<file path="src/shared/hppc_pkg.sv">
// Purpose: Shared constants and types for the hub port power and charge control block
// Assumes: Single 40 MHz core clock, four external downstream ports
// Notes:   Speeds, charge modes and timing counts live here
package hppc_pkg;

  // ---------------------------------------------------------------
  // Port counts
  // ---------------------------------------------------------------
  localparam int unsigned NUM_PORTS     = 4;
  localparam int unsigned NUM_INT_PORTS = 2;
  localparam int unsigned NUM_ALT_MODES = 1;

  // ---------------------------------------------------------------
  // Upstream link speed encoding
  // ---------------------------------------------------------------
  typedef enum logic [1:0] {
    HPPC_SPD_NONE = 2'h0,
    HPPC_SPD_FS   = 2'h1,
    HPPC_SPD_HS   = 2'h2,
    HPPC_SPD_SS   = 2'h3
  } hppc_speed_t;

  // ---------------------------------------------------------------
  // Charging behaviour per port
  // ---------------------------------------------------------------
  typedef enum logic [2:0] {
    HPPC_CHG_OFF  = 3'h0,
    HPPC_CHG_CDP  = 3'h1,
    HPPC_CHG_DCP  = 3'h2,
    HPPC_CHG_DIV1 = 3'h3,
    HPPC_CHG_DIV2 = 3'h4,
    HPPC_CHG_DIV3 = 3'h5
  } hppc_chg_t;

  // Charge configuration select
  localparam logic [2:0] CFG_CHG_NONE = 3'h0;
  localparam logic [2:0] CFG_CHG_BC   = 3'h1;
  localparam logic [2:0] CFG_CHG_DIV1 = 3'h2;
  localparam logic [2:0] CFG_CHG_DIV2 = 3'h3;
  localparam logic [2:0] CFG_CHG_DIV3 = 3'h4;
  localparam logic [2:0] CFG_CHG_AUTO = 3'h5;

  // ---------------------------------------------------------------
  // Timing
  // ---------------------------------------------------------------
  localparam int unsigned CLK_PERIOD_NS  = 25;
  localparam int unsigned AUTO_STEP_MS   = 1;
  localparam int unsigned AUTO_STEP_CYC  = (AUTO_STEP_MS * 1000000) / CLK_PERIOD_NS;
  localparam int unsigned AUTO_CNT_W     = 16;

  // Reset values
  localparam logic [NUM_PORTS-1:0] PWR_RST  = 4'h0;
  localparam logic [AUTO_CNT_W-1:0] CNT_RST = 16'h0000;

endpackage : hppc_pkg

</file>
<file path="src/hdl/hppc_ctrl.sv">
// Purpose: Downstream port speed, power switching and charging control for a four-port hub
// Assumes: One 40 MHz clock; host requests and link state are on the core clock
// Notes:   Over-current pins are asynchronous and pass a three-stage synchroniser
//
// Functional notes
// - HS or FS upstream disables downstream SuperSpeed
// - FS upstream also disables downstream high speed
// - Individual mode follows per-port power requests
// - Individual over-current removes only that port
// - Ganged power on when any port needs
// - Ganged power stays until all allow removal
// - Ganged over-current removes all port power
// - Connected upstream: charging ports run CDP handshake
// - Unconnected upstream: charging ports may act DCP
// - Three divider modes when unconnected or unconfigured
// - Auto sweep starts divider three, ends DCP
// - Billboard sits on highest USB 2.0 port
// - Billboard reports exactly one alternate mode
// - HID port speed matches upstream HS or FS
// - Each port configurable USB 2.0 only
// - Four external ports plus two internal ports
// - Reset returns all state to defaults
`timescale 1ns/1ps
module hppc_ctrl #(
  parameter int unsigned AUTO_STEP_CYC = hppc_pkg::AUTO_STEP_CYC
) (
  input  wire logic                           i_clk,
  input  wire logic                           i_rstn,
  input  wire logic [1:0]                     i_up_speed,
  input  wire logic                           i_up_connected,
  input  wire logic                           i_up_configured,
  input  wire logic                           i_cfg_ganged,
  input  wire logic [hppc_pkg::NUM_PORTS-1:0] i_cfg_usb2_only,
  input  wire logic [hppc_pkg::NUM_PORTS-1:0] i_cfg_chg_en,
  input  wire logic [2:0]                     i_cfg_chg_sel,
  input  wire logic [hppc_pkg::NUM_PORTS-1:0] i_port_pwr_req,
  input  wire logic [hppc_pkg::NUM_PORTS-1:0] i_port_pwr_hold,
  input  wire logic [hppc_pkg::NUM_PORTS-1:0] i_ovc_n,
  input  wire logic                           i_bb_alt_active,
  output logic      [hppc_pkg::NUM_PORTS-1:0] o_port_pwr_en,
  output logic      [hppc_pkg::NUM_PORTS-1:0] o_port_ovc,
  output logic      [hppc_pkg::NUM_PORTS-1:0] o_port_ss_en,
  output logic      [hppc_pkg::NUM_PORTS-1:0] o_port_hs_en,
  output logic      [11:0]                    o_port_chg_mode,
  output logic                                o_hid_port_hs,
  output logic                                o_hid_port_en,
  output logic      [2:0]                     o_bb_port_num,
  output logic                                o_bb_port_en,
  output logic      [hppc_pkg::NUM_ALT_MODES-1:0] o_bb_alt_status,
  output logic                                o_auto_busy
);

  localparam int unsigned NP      = hppc_pkg::NUM_PORTS;
  // Ports 1..4 external, 5 HID, 6 billboard as highest USB 2.0 port
  localparam int unsigned BB_PORT = NP + hppc_pkg::NUM_INT_PORTS;

  // ---------------------------------------------------------------
  // Over-current synchronisation
  // ---------------------------------------------------------------
  logic [NP-1:0] ovc_raw;
  logic [NP-1:0] ovc;

  // Invert before the flops: their reset zero then means no fault
  assign ovc_raw = ~i_ovc_n;

  // One synchroniser per port, so a bouncing pin cannot stall the others
  // Pin to power switch takes about five clocks
  for (genvar p = 0; p < NP; p++) begin : g_ovc_sync
    hppc_sync #(
      .W (1)
    ) u_ovc_sync (
      .i_clk   (i_clk),
      .i_rstn  (i_rstn),
      .i_async (ovc_raw[p]),
      .o_sync  (ovc[p])
    );
  end

  // ---------------------------------------------------------------
  // Speed gating
  // ---------------------------------------------------------------
  logic up_ss;
  logic up_hs_or_ss;
  logic up_present;
  logic [NP-1:0] ss_en_d;
  logic [NP-1:0] hs_en_d;
  logic [NP-1:0] ss_en_q;
  logic [NP-1:0] hs_en_q;
  logic          hid_hs_q;
  logic          hid_en_q;

  assign up_ss       = (i_up_speed == hppc_pkg::HPPC_SPD_SS);
  assign up_hs_or_ss = up_ss || (i_up_speed == hppc_pkg::HPPC_SPD_HS);
  // HID and billboard ports only come up once upstream has a speed
  assign up_present  = (i_up_speed != hppc_pkg::HPPC_SPD_NONE);
  assign ss_en_d     = {NP{up_ss}} & ~i_cfg_usb2_only;
  assign hs_en_d     = {NP{up_hs_or_ss}};

  always_ff @(posedge i_clk or negedge i_rstn) begin
    if (!i_rstn) begin
      ss_en_q  <= '0;
      hs_en_q  <= '0;
      hid_hs_q <= 1'b0;
      hid_en_q <= 1'b0;
    end else begin
      ss_en_q  <= ss_en_d;
      hs_en_q  <= hs_en_d;
      hid_hs_q <= up_hs_or_ss;
      hid_en_q <= up_present;
    end
  end

  // ---------------------------------------------------------------
  // Power switching
  // ---------------------------------------------------------------
  logic          any_ovc;
  logic          gang_on_d;
  logic          gang_q;
  logic [NP-1:0] ind_pwr_d;
  logic [NP-1:0] pwr_q;
  logic [NP-1:0] pwr_d;
  logic [NP-1:0] ovc_q;
  logic [NP-1:0] ovc_d;

  assign any_ovc   = |ovc;
  // Stays on while any port still holds power, even with no request
  assign gang_on_d = !any_ovc && ((|i_port_pwr_req) || (gang_q && (|i_port_pwr_hold)));
  assign ind_pwr_d = i_port_pwr_req & ~ovc;
  // No fault latch: an individual port repowers once its flag clears
  assign pwr_d     = i_cfg_ganged ? {NP{gang_on_d}} : ind_pwr_d;
  assign ovc_d     = i_cfg_ganged ? {NP{any_ovc}} : ovc;

  always_ff @(posedge i_clk or negedge i_rstn) begin
    if (!i_rstn) begin
      gang_q <= 1'b0;
      pwr_q  <= hppc_pkg::PWR_RST;
      ovc_q  <= '0;
    end else begin
      gang_q <= gang_on_d;
      pwr_q  <= pwr_d;
      ovc_q  <= ovc_d;
    end
  end

  // ---------------------------------------------------------------
  // Automatic charging sweep
  // ---------------------------------------------------------------
  typedef enum logic [2:0] {
    HPPC_AUTO_IDLE,
    HPPC_AUTO_DIV3,
    HPPC_AUTO_DIV2,
    HPPC_AUTO_DIV1,
    HPPC_AUTO_DCP
  } hppc_auto_t;

  hppc_auto_t            auto_q;
  hppc_auto_t            auto_d;
  logic [hppc_pkg::AUTO_CNT_W-1:0] cnt_q;
  logic [hppc_pkg::AUTO_CNT_W-1:0] cnt_d;
  logic                  auto_sel;
  logic                  cnt_done;
  logic                  auto_run;
  logic                  auto_busy;
  logic [hppc_pkg::AUTO_CNT_W-1:0] cnt_inc;

  assign auto_sel = (i_cfg_chg_sel == hppc_pkg::CFG_CHG_AUTO);
  // Sweep restarts at divider three after every upstream disconnect
  assign auto_run = auto_sel && !i_up_connected;
  assign cnt_done = (cnt_q == hppc_pkg::AUTO_CNT_W'(AUTO_STEP_CYC - 1));
  assign cnt_inc  = cnt_q + hppc_pkg::AUTO_CNT_W'(1);
  assign auto_busy = (auto_q != HPPC_AUTO_IDLE) && (auto_q != HPPC_AUTO_DCP);

  always_comb begin
    auto_d = auto_q;
    cnt_d  = cnt_done ? hppc_pkg::CNT_RST : cnt_inc;
    if (!auto_run) begin
      auto_d = HPPC_AUTO_IDLE;
      cnt_d  = hppc_pkg::CNT_RST;
    end else begin
      case (auto_q)
        HPPC_AUTO_IDLE: begin
          auto_d = HPPC_AUTO_DIV3;
          cnt_d  = hppc_pkg::CNT_RST;
        end
        HPPC_AUTO_DIV3: if (cnt_done) auto_d = HPPC_AUTO_DIV2;
        HPPC_AUTO_DIV2: if (cnt_done) auto_d = HPPC_AUTO_DIV1;
        HPPC_AUTO_DIV1: if (cnt_done) auto_d = HPPC_AUTO_DCP;
        HPPC_AUTO_DCP: begin
          // Final mode holds until upstream connects
          cnt_d = hppc_pkg::CNT_RST;
        end
        default: auto_d = HPPC_AUTO_IDLE;
      endcase
    end
  end

  always_ff @(posedge i_clk or negedge i_rstn) begin
    if (!i_rstn) begin
      auto_q <= HPPC_AUTO_IDLE;
      cnt_q  <= hppc_pkg::CNT_RST;
    end else begin
      auto_q <= auto_d;
      cnt_q  <= cnt_d;
    end
  end

  // ---------------------------------------------------------------
  // Charging mode select
  // ---------------------------------------------------------------
  hppc_pkg::hppc_chg_t chg_mode;
  hppc_pkg::hppc_chg_t auto_mode;
  logic                div_ok;
  logic [11:0]         chg_q;
  logic [11:0]         chg_d;

  // Divider modes fall back to the handshake once configured
  assign div_ok = !i_up_connected || !i_up_configured;

  always_comb begin
    case (auto_q)
      HPPC_AUTO_DIV3: auto_mode = hppc_pkg::HPPC_CHG_DIV3;
      HPPC_AUTO_DIV2: auto_mode = hppc_pkg::HPPC_CHG_DIV2;
      HPPC_AUTO_DIV1: auto_mode = hppc_pkg::HPPC_CHG_DIV1;
      HPPC_AUTO_DCP:  auto_mode = hppc_pkg::HPPC_CHG_DCP;
      default:        auto_mode = hppc_pkg::HPPC_CHG_OFF;
    endcase
  end

  always_comb begin
    chg_mode = hppc_pkg::HPPC_CHG_OFF;
    case (i_cfg_chg_sel)
      hppc_pkg::CFG_CHG_BC: begin
        if (i_up_connected) chg_mode = hppc_pkg::HPPC_CHG_CDP;
        else chg_mode = hppc_pkg::HPPC_CHG_DCP;
      end
      hppc_pkg::CFG_CHG_DIV1: begin
        if (div_ok) chg_mode = hppc_pkg::HPPC_CHG_DIV1;
        else chg_mode = hppc_pkg::HPPC_CHG_CDP;
      end
      hppc_pkg::CFG_CHG_DIV2: begin
        if (div_ok) chg_mode = hppc_pkg::HPPC_CHG_DIV2;
        else chg_mode = hppc_pkg::HPPC_CHG_CDP;
      end
      hppc_pkg::CFG_CHG_DIV3: begin
        if (div_ok) chg_mode = hppc_pkg::HPPC_CHG_DIV3;
        else chg_mode = hppc_pkg::HPPC_CHG_CDP;
      end
      hppc_pkg::CFG_CHG_AUTO: begin
        if (i_up_connected) chg_mode = hppc_pkg::HPPC_CHG_CDP;
        else chg_mode = auto_mode;
      end
      default: chg_mode = hppc_pkg::HPPC_CHG_OFF;
    endcase
  end

  // Disabled ports report off; all enabled ports share one mode
  for (genvar p = 0; p < NP; p++) begin : g_chg
    assign chg_d[3*p +: 3] = i_cfg_chg_en[p] ? chg_mode : hppc_pkg::HPPC_CHG_OFF;
  end

  always_ff @(posedge i_clk or negedge i_rstn) begin
    if (!i_rstn) begin
      chg_q <= '0;
    end else begin
      chg_q <= chg_d;
    end
  end

  // ---------------------------------------------------------------
  // Internal ports and billboard
  // ---------------------------------------------------------------
  logic       bb_en_q;
  logic       bb_alt_q;

  always_ff @(posedge i_clk or negedge i_rstn) begin
    if (!i_rstn) begin
      bb_en_q  <= 1'b0;
      bb_alt_q <= 1'b0;
    end else begin
      bb_en_q  <= up_present;
      // One status bit: only a single alternate mode exists
      bb_alt_q <= i_bb_alt_active;
    end
  end

  // ---------------------------------------------------------------
  // Outputs
  // ---------------------------------------------------------------
  assign o_bb_port_num   = 3'(BB_PORT);
  assign o_port_pwr_en   = pwr_q;
  assign o_port_ovc      = ovc_q;
  assign o_port_ss_en    = ss_en_q;
  assign o_port_hs_en    = hs_en_q;
  assign o_port_chg_mode = chg_q;
  assign o_hid_port_hs   = hid_hs_q;
  assign o_hid_port_en   = hid_en_q;
  assign o_bb_port_en    = bb_en_q;
  assign o_bb_alt_status = bb_alt_q;
  assign o_auto_busy     = auto_busy;

endmodule : hppc_ctrl

</file>
<file path="src/hdl/hppc_sync.sv">
// Purpose: Three-stage synchroniser with second/third stage agreement
// Assumes: Input is asynchronous to i_clk
// Notes:   Output changes only when stages two and three agree
`timescale 1ns/1ps
module hppc_sync #(
  parameter int unsigned W = 1
) (
  input  wire logic         i_clk,
  input  wire logic         i_rstn,
  input  wire logic [W-1:0] i_async,
  output logic      [W-1:0] o_sync
);

  logic [W-1:0] s1_q;
  logic [W-1:0] s2_q;
  logic [W-1:0] s3_q;
  logic [W-1:0] out_q;
  logic [W-1:0] out_d;

  assign out_d  = (s2_q == s3_q) ? s3_q : out_q;
  assign o_sync = out_q;

  always_ff @(posedge i_clk or negedge i_rstn) begin
    if (!i_rstn) begin
      s1_q  <= '0;
      s2_q  <= '0;
      s3_q  <= '0;
      out_q <= '0;
    end else begin
      s1_q  <= i_async;
      s2_q  <= s1_q;
      s3_q  <= s2_q;
      out_q <= out_d;
    end
  end

endmodule : hppc_sync

</file>
<file path="config.mk">
export PLATFORM = sky130hd
export DESIGN_NAME = hppc_ctrl
export DESIGN_NICKNAME = d
export VERILOG_FILES = /design/src/shared/hppc_pkg.sv /design/src/hdl/hppc_ctrl.sv /design/src/hdl/hppc_sync.sv
export SDC_FILE = /design/constraint.sdc
export NUM_CORES = 1
export LEC_CHECK = 0
export BUFFER_PORTS_ARGS = -buffer_cell sky130_fd_sc_hd__buf_2
export CAP_MARGIN = 25
export CELL_PAD_IN_SITES_DETAIL_PLACEMENT = 0
export CELL_PAD_IN_SITES_GLOBAL_PLACEMENT = 2
export CORE_ASPECT_RATIO = 1.2
export CORE_MARGIN = 5
export CORE_UTILIZATION = 36
export DETAILED_ROUTE_END_ITERATION = 7
export GPL_TIMING_DRIVEN = 0
export MAX_ROUTING_LAYER = met4
export PLACE_DENSITY = 0.88
export SLEW_MARGIN = 20
export SYNTH_ARGS = -nofsm -noshare
export SYNTH_HDL_FRONTEND = slang
export SYNTH_SLANG_ARGS = --single-unit
</file>
<file path="constraint.sdc">
create_clock -name i_clk -period 5.6 [get_ports i_clk]
set_input_delay 0 -clock i_clk [delete_from_list [all_inputs] [get_ports i_clk]]
set_output_delay 0 -clock i_clk [all_outputs]
set_load 0.02 [all_outputs]
</file>
# Yosys cells after proc, flatten, opt, wreduce, memory -nomap -nowiden
# Index checks and enable logic that the tools add are counted.
[word_totals] in_bits=31 reg_bits=64 mem_bits_rw=0 latch_bits=0 memories=0 rom_bits=0 out_inout_bits=36
[op_classes] mux=21 shift=0 n_eq_ne=21 n_mul=0 bitwise=5 order_cmp=0 addsub=1 reduce_logical=18 div=0
[op_table] operator="$mux 16" count=3
[op_table] operator="$mux 3" count=11
[op_table] operator="$pmux 3 s5" count=2
[op_table] operator="$add 16x1->16 const B" count=1
[op_table] operator="$eq 16x16->1 const B" count=1
[op_table] operator="$eq 3x2->1 const B" count=4
[op_table] operator="$ne 3x3->1 const B" count=4
[op_table] operator="$not 4->4" count=3
[op_table] operator="$pmux 3 s4" count=1
[op_table] operator="$reduce_or 4->1" count=3
[op_table] operator="$eq 3x3->1 const B" count=3
[op_table] operator="$and 4x4->4" count=2
[op_table] operator="$mux 4" count=2
[op_table] operator="$eq 3x1->1 const B" count=2
[op_table] operator="$eq 1x1->1" count=4
[op_table] operator="$eq 2x2->1 const B" count=2
[op_table] operator="$logic_and 1x1->1" count=4
[op_table] operator="$mux 2" count=2
[op_table] operator="$reduce_and 4->1" count=1
[op_table] operator="$logic_not 1->1" count=3
[op_table] operator="$logic_not 3->1" count=1
[op_table] operator="$logic_or 1x1->1" count=3
[op_table] operator="$reduce_bool 3->1" count=1
[op_table] operator="$ne 2x2->1 const B" count=1
[op_table] operator="2 further kinds" count=2

# Longest topological paths before layout
[depth] word_depth=5 ltp_mapped=8 mapped_depth_nobuf=5

# Cells and area by module
# From an unflattened synthesis, not the netlist that was laid out.
[unflattened] cells_unflattened=215 hier_area_um2=2496.1
[modules_own_cells] module="hppc_ctrl" cells_per_inst=195 area_each_um2=2050.7 seq_area_each_um2=1176.1 instances=1
[modules_own_cells] module="hppc_sync" cells_per_inst=5 area_each_um2=111.4 seq_area_each_um2=100.1 instances=4

# Least setup slack after synthesis
# OpenSTA, ideal clock, no wires.
[synth_timing] path_kind="flip-flop to flip-flop" start="register cnt_q[0] (netlist bit)" end="register cnt_q[11] (netlist bit)" path_stages_with_launch=9 n_path_buf=3 t_arrival_ns=1.800 synth_period_minus_slack_ns=1.869 path_slack_ns=3.731 path_cell_list="dfrtp_1 ha_1 and4_4 buf_6 and4_4 or3_1 buf_6 buf_12 nor2_4"
[synth_between] elab_chain_cells=4 word_cells_on_any_way=5 classes_between="add/sub: 1; eq/ne: 1; mux: 3"
[synth_rtl] element="start: declaration" line_no="hppc_ctrl.sv:158" source="logic [hppc_pkg::AUTO_CNT_W-1:0] cnt_q;"
[synth_rtl] element="start signal: assignment" line_no="hppc_ctrl.sv:200" source="cnt_q <= hppc_pkg::CNT_RST;"
[synth_rtl] element="start signal: assignment" line_no="hppc_ctrl.sv:203" source="cnt_q <= cnt_d;"
[synth_rtl] element="$add 16x1->16 or $eq 16x16->1 (tied branches)" line_no="hppc_ctrl.sv:170, hppc_ctrl.sv:169"
[synth_rtl] element="$mux 16 (*)" line_no="hppc_ctrl.sv:175" source="cnt_d = cnt_done ? hppc_pkg::CNT_RST : cnt_inc;"
[synth_rtl] element="$mux 16 (*)" line_no="hppc_ctrl.sv:180" source="case (auto_q)"
[synth_rtl] element="$mux 16 (*)" line_no="hppc_ctrl.sv:176" source="if (!auto_run) begin"
[synth_rtl] element="net cnt_d (one bit)" line_no="hppc_ctrl.sv:159" source="logic [hppc_pkg::AUTO_CNT_W-1:0] cnt_d;"
# The timed path passes the listed nets; every way through them passes the cells marked *.
# A chain may end at the register's enable or synchronous reset.

# Final worst setup path
# Ends and elaborated chain as after synthesis.

==> qor.tcl <==
set qor(clock_path_buffers) 2
set qor(antenna_found_initial) 0
set qor(final.hold.worst_slack_ns) 0.0526
set qor(synth.yosys.warnings) 0
set qor(floorplan.core_area_sq_um) 7150
set qor(fraction_of_the_cycle_the_final_worst_path_needs) 0.353
set qor(final_net_count) 345
set qor(hold_path_class) {input pin to flop}
set qor(yosysTopAreaCellShare) 0.605
set qor(wire_per_inst_um) 12.4
set qor(placement.io_buffers) 61
set qor(fmaxAchievable_mhz) 506
set qor(insertion_delay_ns) 0.33
set qor(crit_fanout) 10
set qor(internal_power_w) 0.000702
set qor(ys_dominant_reg_cell) {dfrtp_1}
set qor(grt_start_max_net_pins) 64
set qor(power.density_cell_area_nw_per_um2) 269
set qor(synth_compound_gate_area_share) 0.0591
set qor(critical_path.endpoint_type) {flop}
set qor(cts_resized) 0
set qor(largest_cells_by_area_after_synthesis) {dfrtp_1 (61%), nor2_4 (3.5%), nor2_1 (3.0%)}
set qor(synthCells) 215
set qor(routed_wirelength_mm) 5.06
set qor(async_flop_share) 1.00
set qor(postSynthRegisterBits) 63
set qor(p_switching_w) 0.000227
set qor(chipWidth_um) 87.7
set qor(drt_first_iter_violations) 31
set qor(irDropWorstVdd_v) 0.000125
set qor(grt_pass1_wl_mm) 8.80
set qor(p_sw_frac) 0.244
set qor(worst-endpoint-required_ns) 5.87
set qor(htreeDepth) 3
set qor(cts.clk_slew.worst_paths_ns) 0.07
set qor(drt_pre_antenna_iters) 4
set qor(grt-ovfl-total) 0
set qor(cts_made_buffers) 9
set qor(grt_setup_unrepaired) {false}
set qor(std_cell_rows) 34
set qor(antennaDiodeCount) 0
set qor(startpoint_type) {flop}
set qor(worst_slew_margin_rel) 0.489
set qor(overall_die_area_sq_um) 9040
set qor(cts_tree) {done}
set qor(drt-vias-per-instance) 4.53
set qor(combinational_family_with_the_most_area_after_synthesis) {simple AND/OR/NAND/NOR gates}
set qor(edff_count_synth) 0
set qor(wp_data_arrival_ns) 2.25
set qor(pwr-share-seq) 0.520
set qor(yosys.area_share.xor_xnor) 0.0471
set qor(n_fill_cell) 670
set qor(initial_core_util) 0.364
set qor(final_layout_size_suffix_gt1_frac) 0.324
set qor(globalplace.congestion) 0.754
set qor(first_global_vias) 1937
set qor(timing.final.max_slew_violations) 0
set qor(clock_tree_sinks) 63
set qor(finalHoldViolations) 0
set qor(route.antenna.remaining_nets) 0
set qor(timing.final.crit_period_ns) 1.98
set qor(routed-via-count) 1850
set qor(netlist_area_sq_um) 2600
set qor(floorplan.die.height_um) 103
set qor(setup-tns-final_ns) 0
set qor(worst_slew_pin_slew_ns) 0.766
set qor(synth_top_area_cell) {dfrtp_1}
set qor(run_status) {complete, no violations}
set qor(root_buffer) {clkbuf_8}
set qor(timing.final.setup_violations) 0
set qor(hpwl_reported_at_the_end_of_detailed_placement_mm) 3.51
set qor(comb_power_share) 0.105
set qor(synth.mux.area_fraction) 0
set qor(synth_seq_area_share) 0.605
set qor(multiInputGateArea_sq_um) 887
set qor(drcViolationCount) 0
set qor(setup.reg_to_reg.worst_slack_ns) 3.62
set qor(syn2layout_area_growth_pct) 32.7
set qor(critPathKind) {flop to flop}
set qor(synth_simple_gate_area_share) 0.210
set qor(finalClockSkew_ns) 0.00553
set qor(synthesized_area_fraction_occupied_by_adder_cells) 0.0202
set qor(post_synth.cell_area_avg_sq_um) 12.1
set qor(power_leakage_nw) 1.65
set qor(cap_viol_max_count) 0
set qor(globalRouteTotalUtil) 0.130
set qor(ioPinCount) 67
set qor(share_clk_of_total_power) 0.375
set qor(regArea_sq_um) 1580
set qor(number_of_distinct_library_cell_variants_in_the_gate_level_netlist_after_synthesis) 46
-- critical path, stage by stage, from the launching register on --
cell	delay (ns)
dfrtp_1	0.42
ha_1	0.25
and4_4	0.20
buf_6	0.13
and4_4	0.15
or3_1	0.36
buf_6	0.15
buf_12	0.15
nor2_4	0.09
-- layer usage --
layer	wire length, um	track usage
met1	2010	0.144
met2	2550	0.213
met3	390	0.0365
met4	108	0.0673
met5	0	-
-- repair_timing --
item / CTS / global route
hold buffers: 25 / 0
endpoints found under the hold margin: 94 / 0
buffers inserted: 0 / 0
-- cell type report --
class	instances	share of cell area
clock inverters	3	0.00507
clock buffers	13	0.0460
multi-input cells	131	0.257
repair buffers	86	0.161
plain buffers	15	0.0344
inverters	7	0.00760
flip-flops and latches	63	0.456
well taps	90	0.0326
-- cells in the final DEF (no fill, tap or decap), drive strengths merged, types with 6 or more instances in the layout --
cell,count
nand2,6
nor2,31
nand3,7
and2,9
xor2,9
dlygate4sd3,25
inv,7
buf,73
a21oi,6
dfrtp,63
clkbuf,16
-- synth_stat cells (all sizes together), types with 5 or more instances --
cell / number
nor2: 31
dfrtp: 63
inv: 7
nand3: 7
a21o: 5
xor2: 9
a21oi: 6
xnor2: 5
and2: 9
buf: 12
nand2: 6
-- path summary, 6_finish.rpt --
path | from | endpoint | cells past startpoint
hold / removal | i_port_pwr_hold[2] | gang_q | 3
setup reg to reg | cnt_q[0] | cnt_q[11] | 8
max in group asynchronous | i_rstn | cnt_q[3] | 2
setup / recovery | cnt_q[0] | cnt_q[11] | 8
hold reg to reg | g_ovc_sync[3].u_ovc_sync.s1_q | g_ovc_sync[3].u_ovc_sync.s2_q | 0
min in group asynchronous | i_rstn | o_bb_alt_status | 2
-- logic make-up after synthesis --
family,count (synthesis)
and+or+nand+nor,86
DFF,63
AOI/OAI and AO/OA,23
buffers and inverters,22
xor gates and xnor gates,14
adders and majority gates,5
other,2
-- registers in the layout, indices dropped and copies added, names as in the netlist --
name                          cells
cnt_q                            16
o_port_chg_mode                  12
g_ovc_sync.u_ovc_sync.o_sync      4
g_ovc_sync.u_ovc_sync.s1_q        4
g_ovc_sync.u_ovc_sync.s2_q        4
g_ovc_sync.u_ovc_sync.s3_q        4
o_port_ovc                        4
o_port_pwr_en                     4
o_port_ss_en                      4
auto_q                            3
gang_q                            1
o_bb_alt_status                   1
o_bb_port_en                      1
o_hid_port_hs                     1
-- power by group through the flow --
stage | clock network, W | registers, W | logic (W)
6_report | 0.000348 | 0.000483 | 0.0000972
5_1_grt | 0.000382 | 0.000485 | 0.000107
4_1_cts | 0.000362 | 0.000483 | 0.0000990
3_5_place_dp | 0 | 0.000492 | 0.0000858
3_3_place_gp | 0 | 0.000491 | 0.0000846
2_1_floorplan | 0 | 0.000507 | 0.0000296
-- per-stage QoR --
step | total power, W | worst slack (ns) | std cells | util | instance area (sq um)
after floorplan | 0.000536 | 3.73 | 216 | - | 2610
after global placement | 0.000575 | 3.62 | 367 | 0.423 | 3030
after detailed placement | 0.000577 | 3.61 | 367 | 0.424 | 3030
after CTS | 0.000944 | 3.60 | 408 | 0.484 | 3460
after global routing | 0.000974 | 3.55 | 408 | 0.484 | 3460
final | 0.000928 | 3.62 | 408 | 0.484 | 3460
No activity file was read; power rests on OpenSTA's default activity.
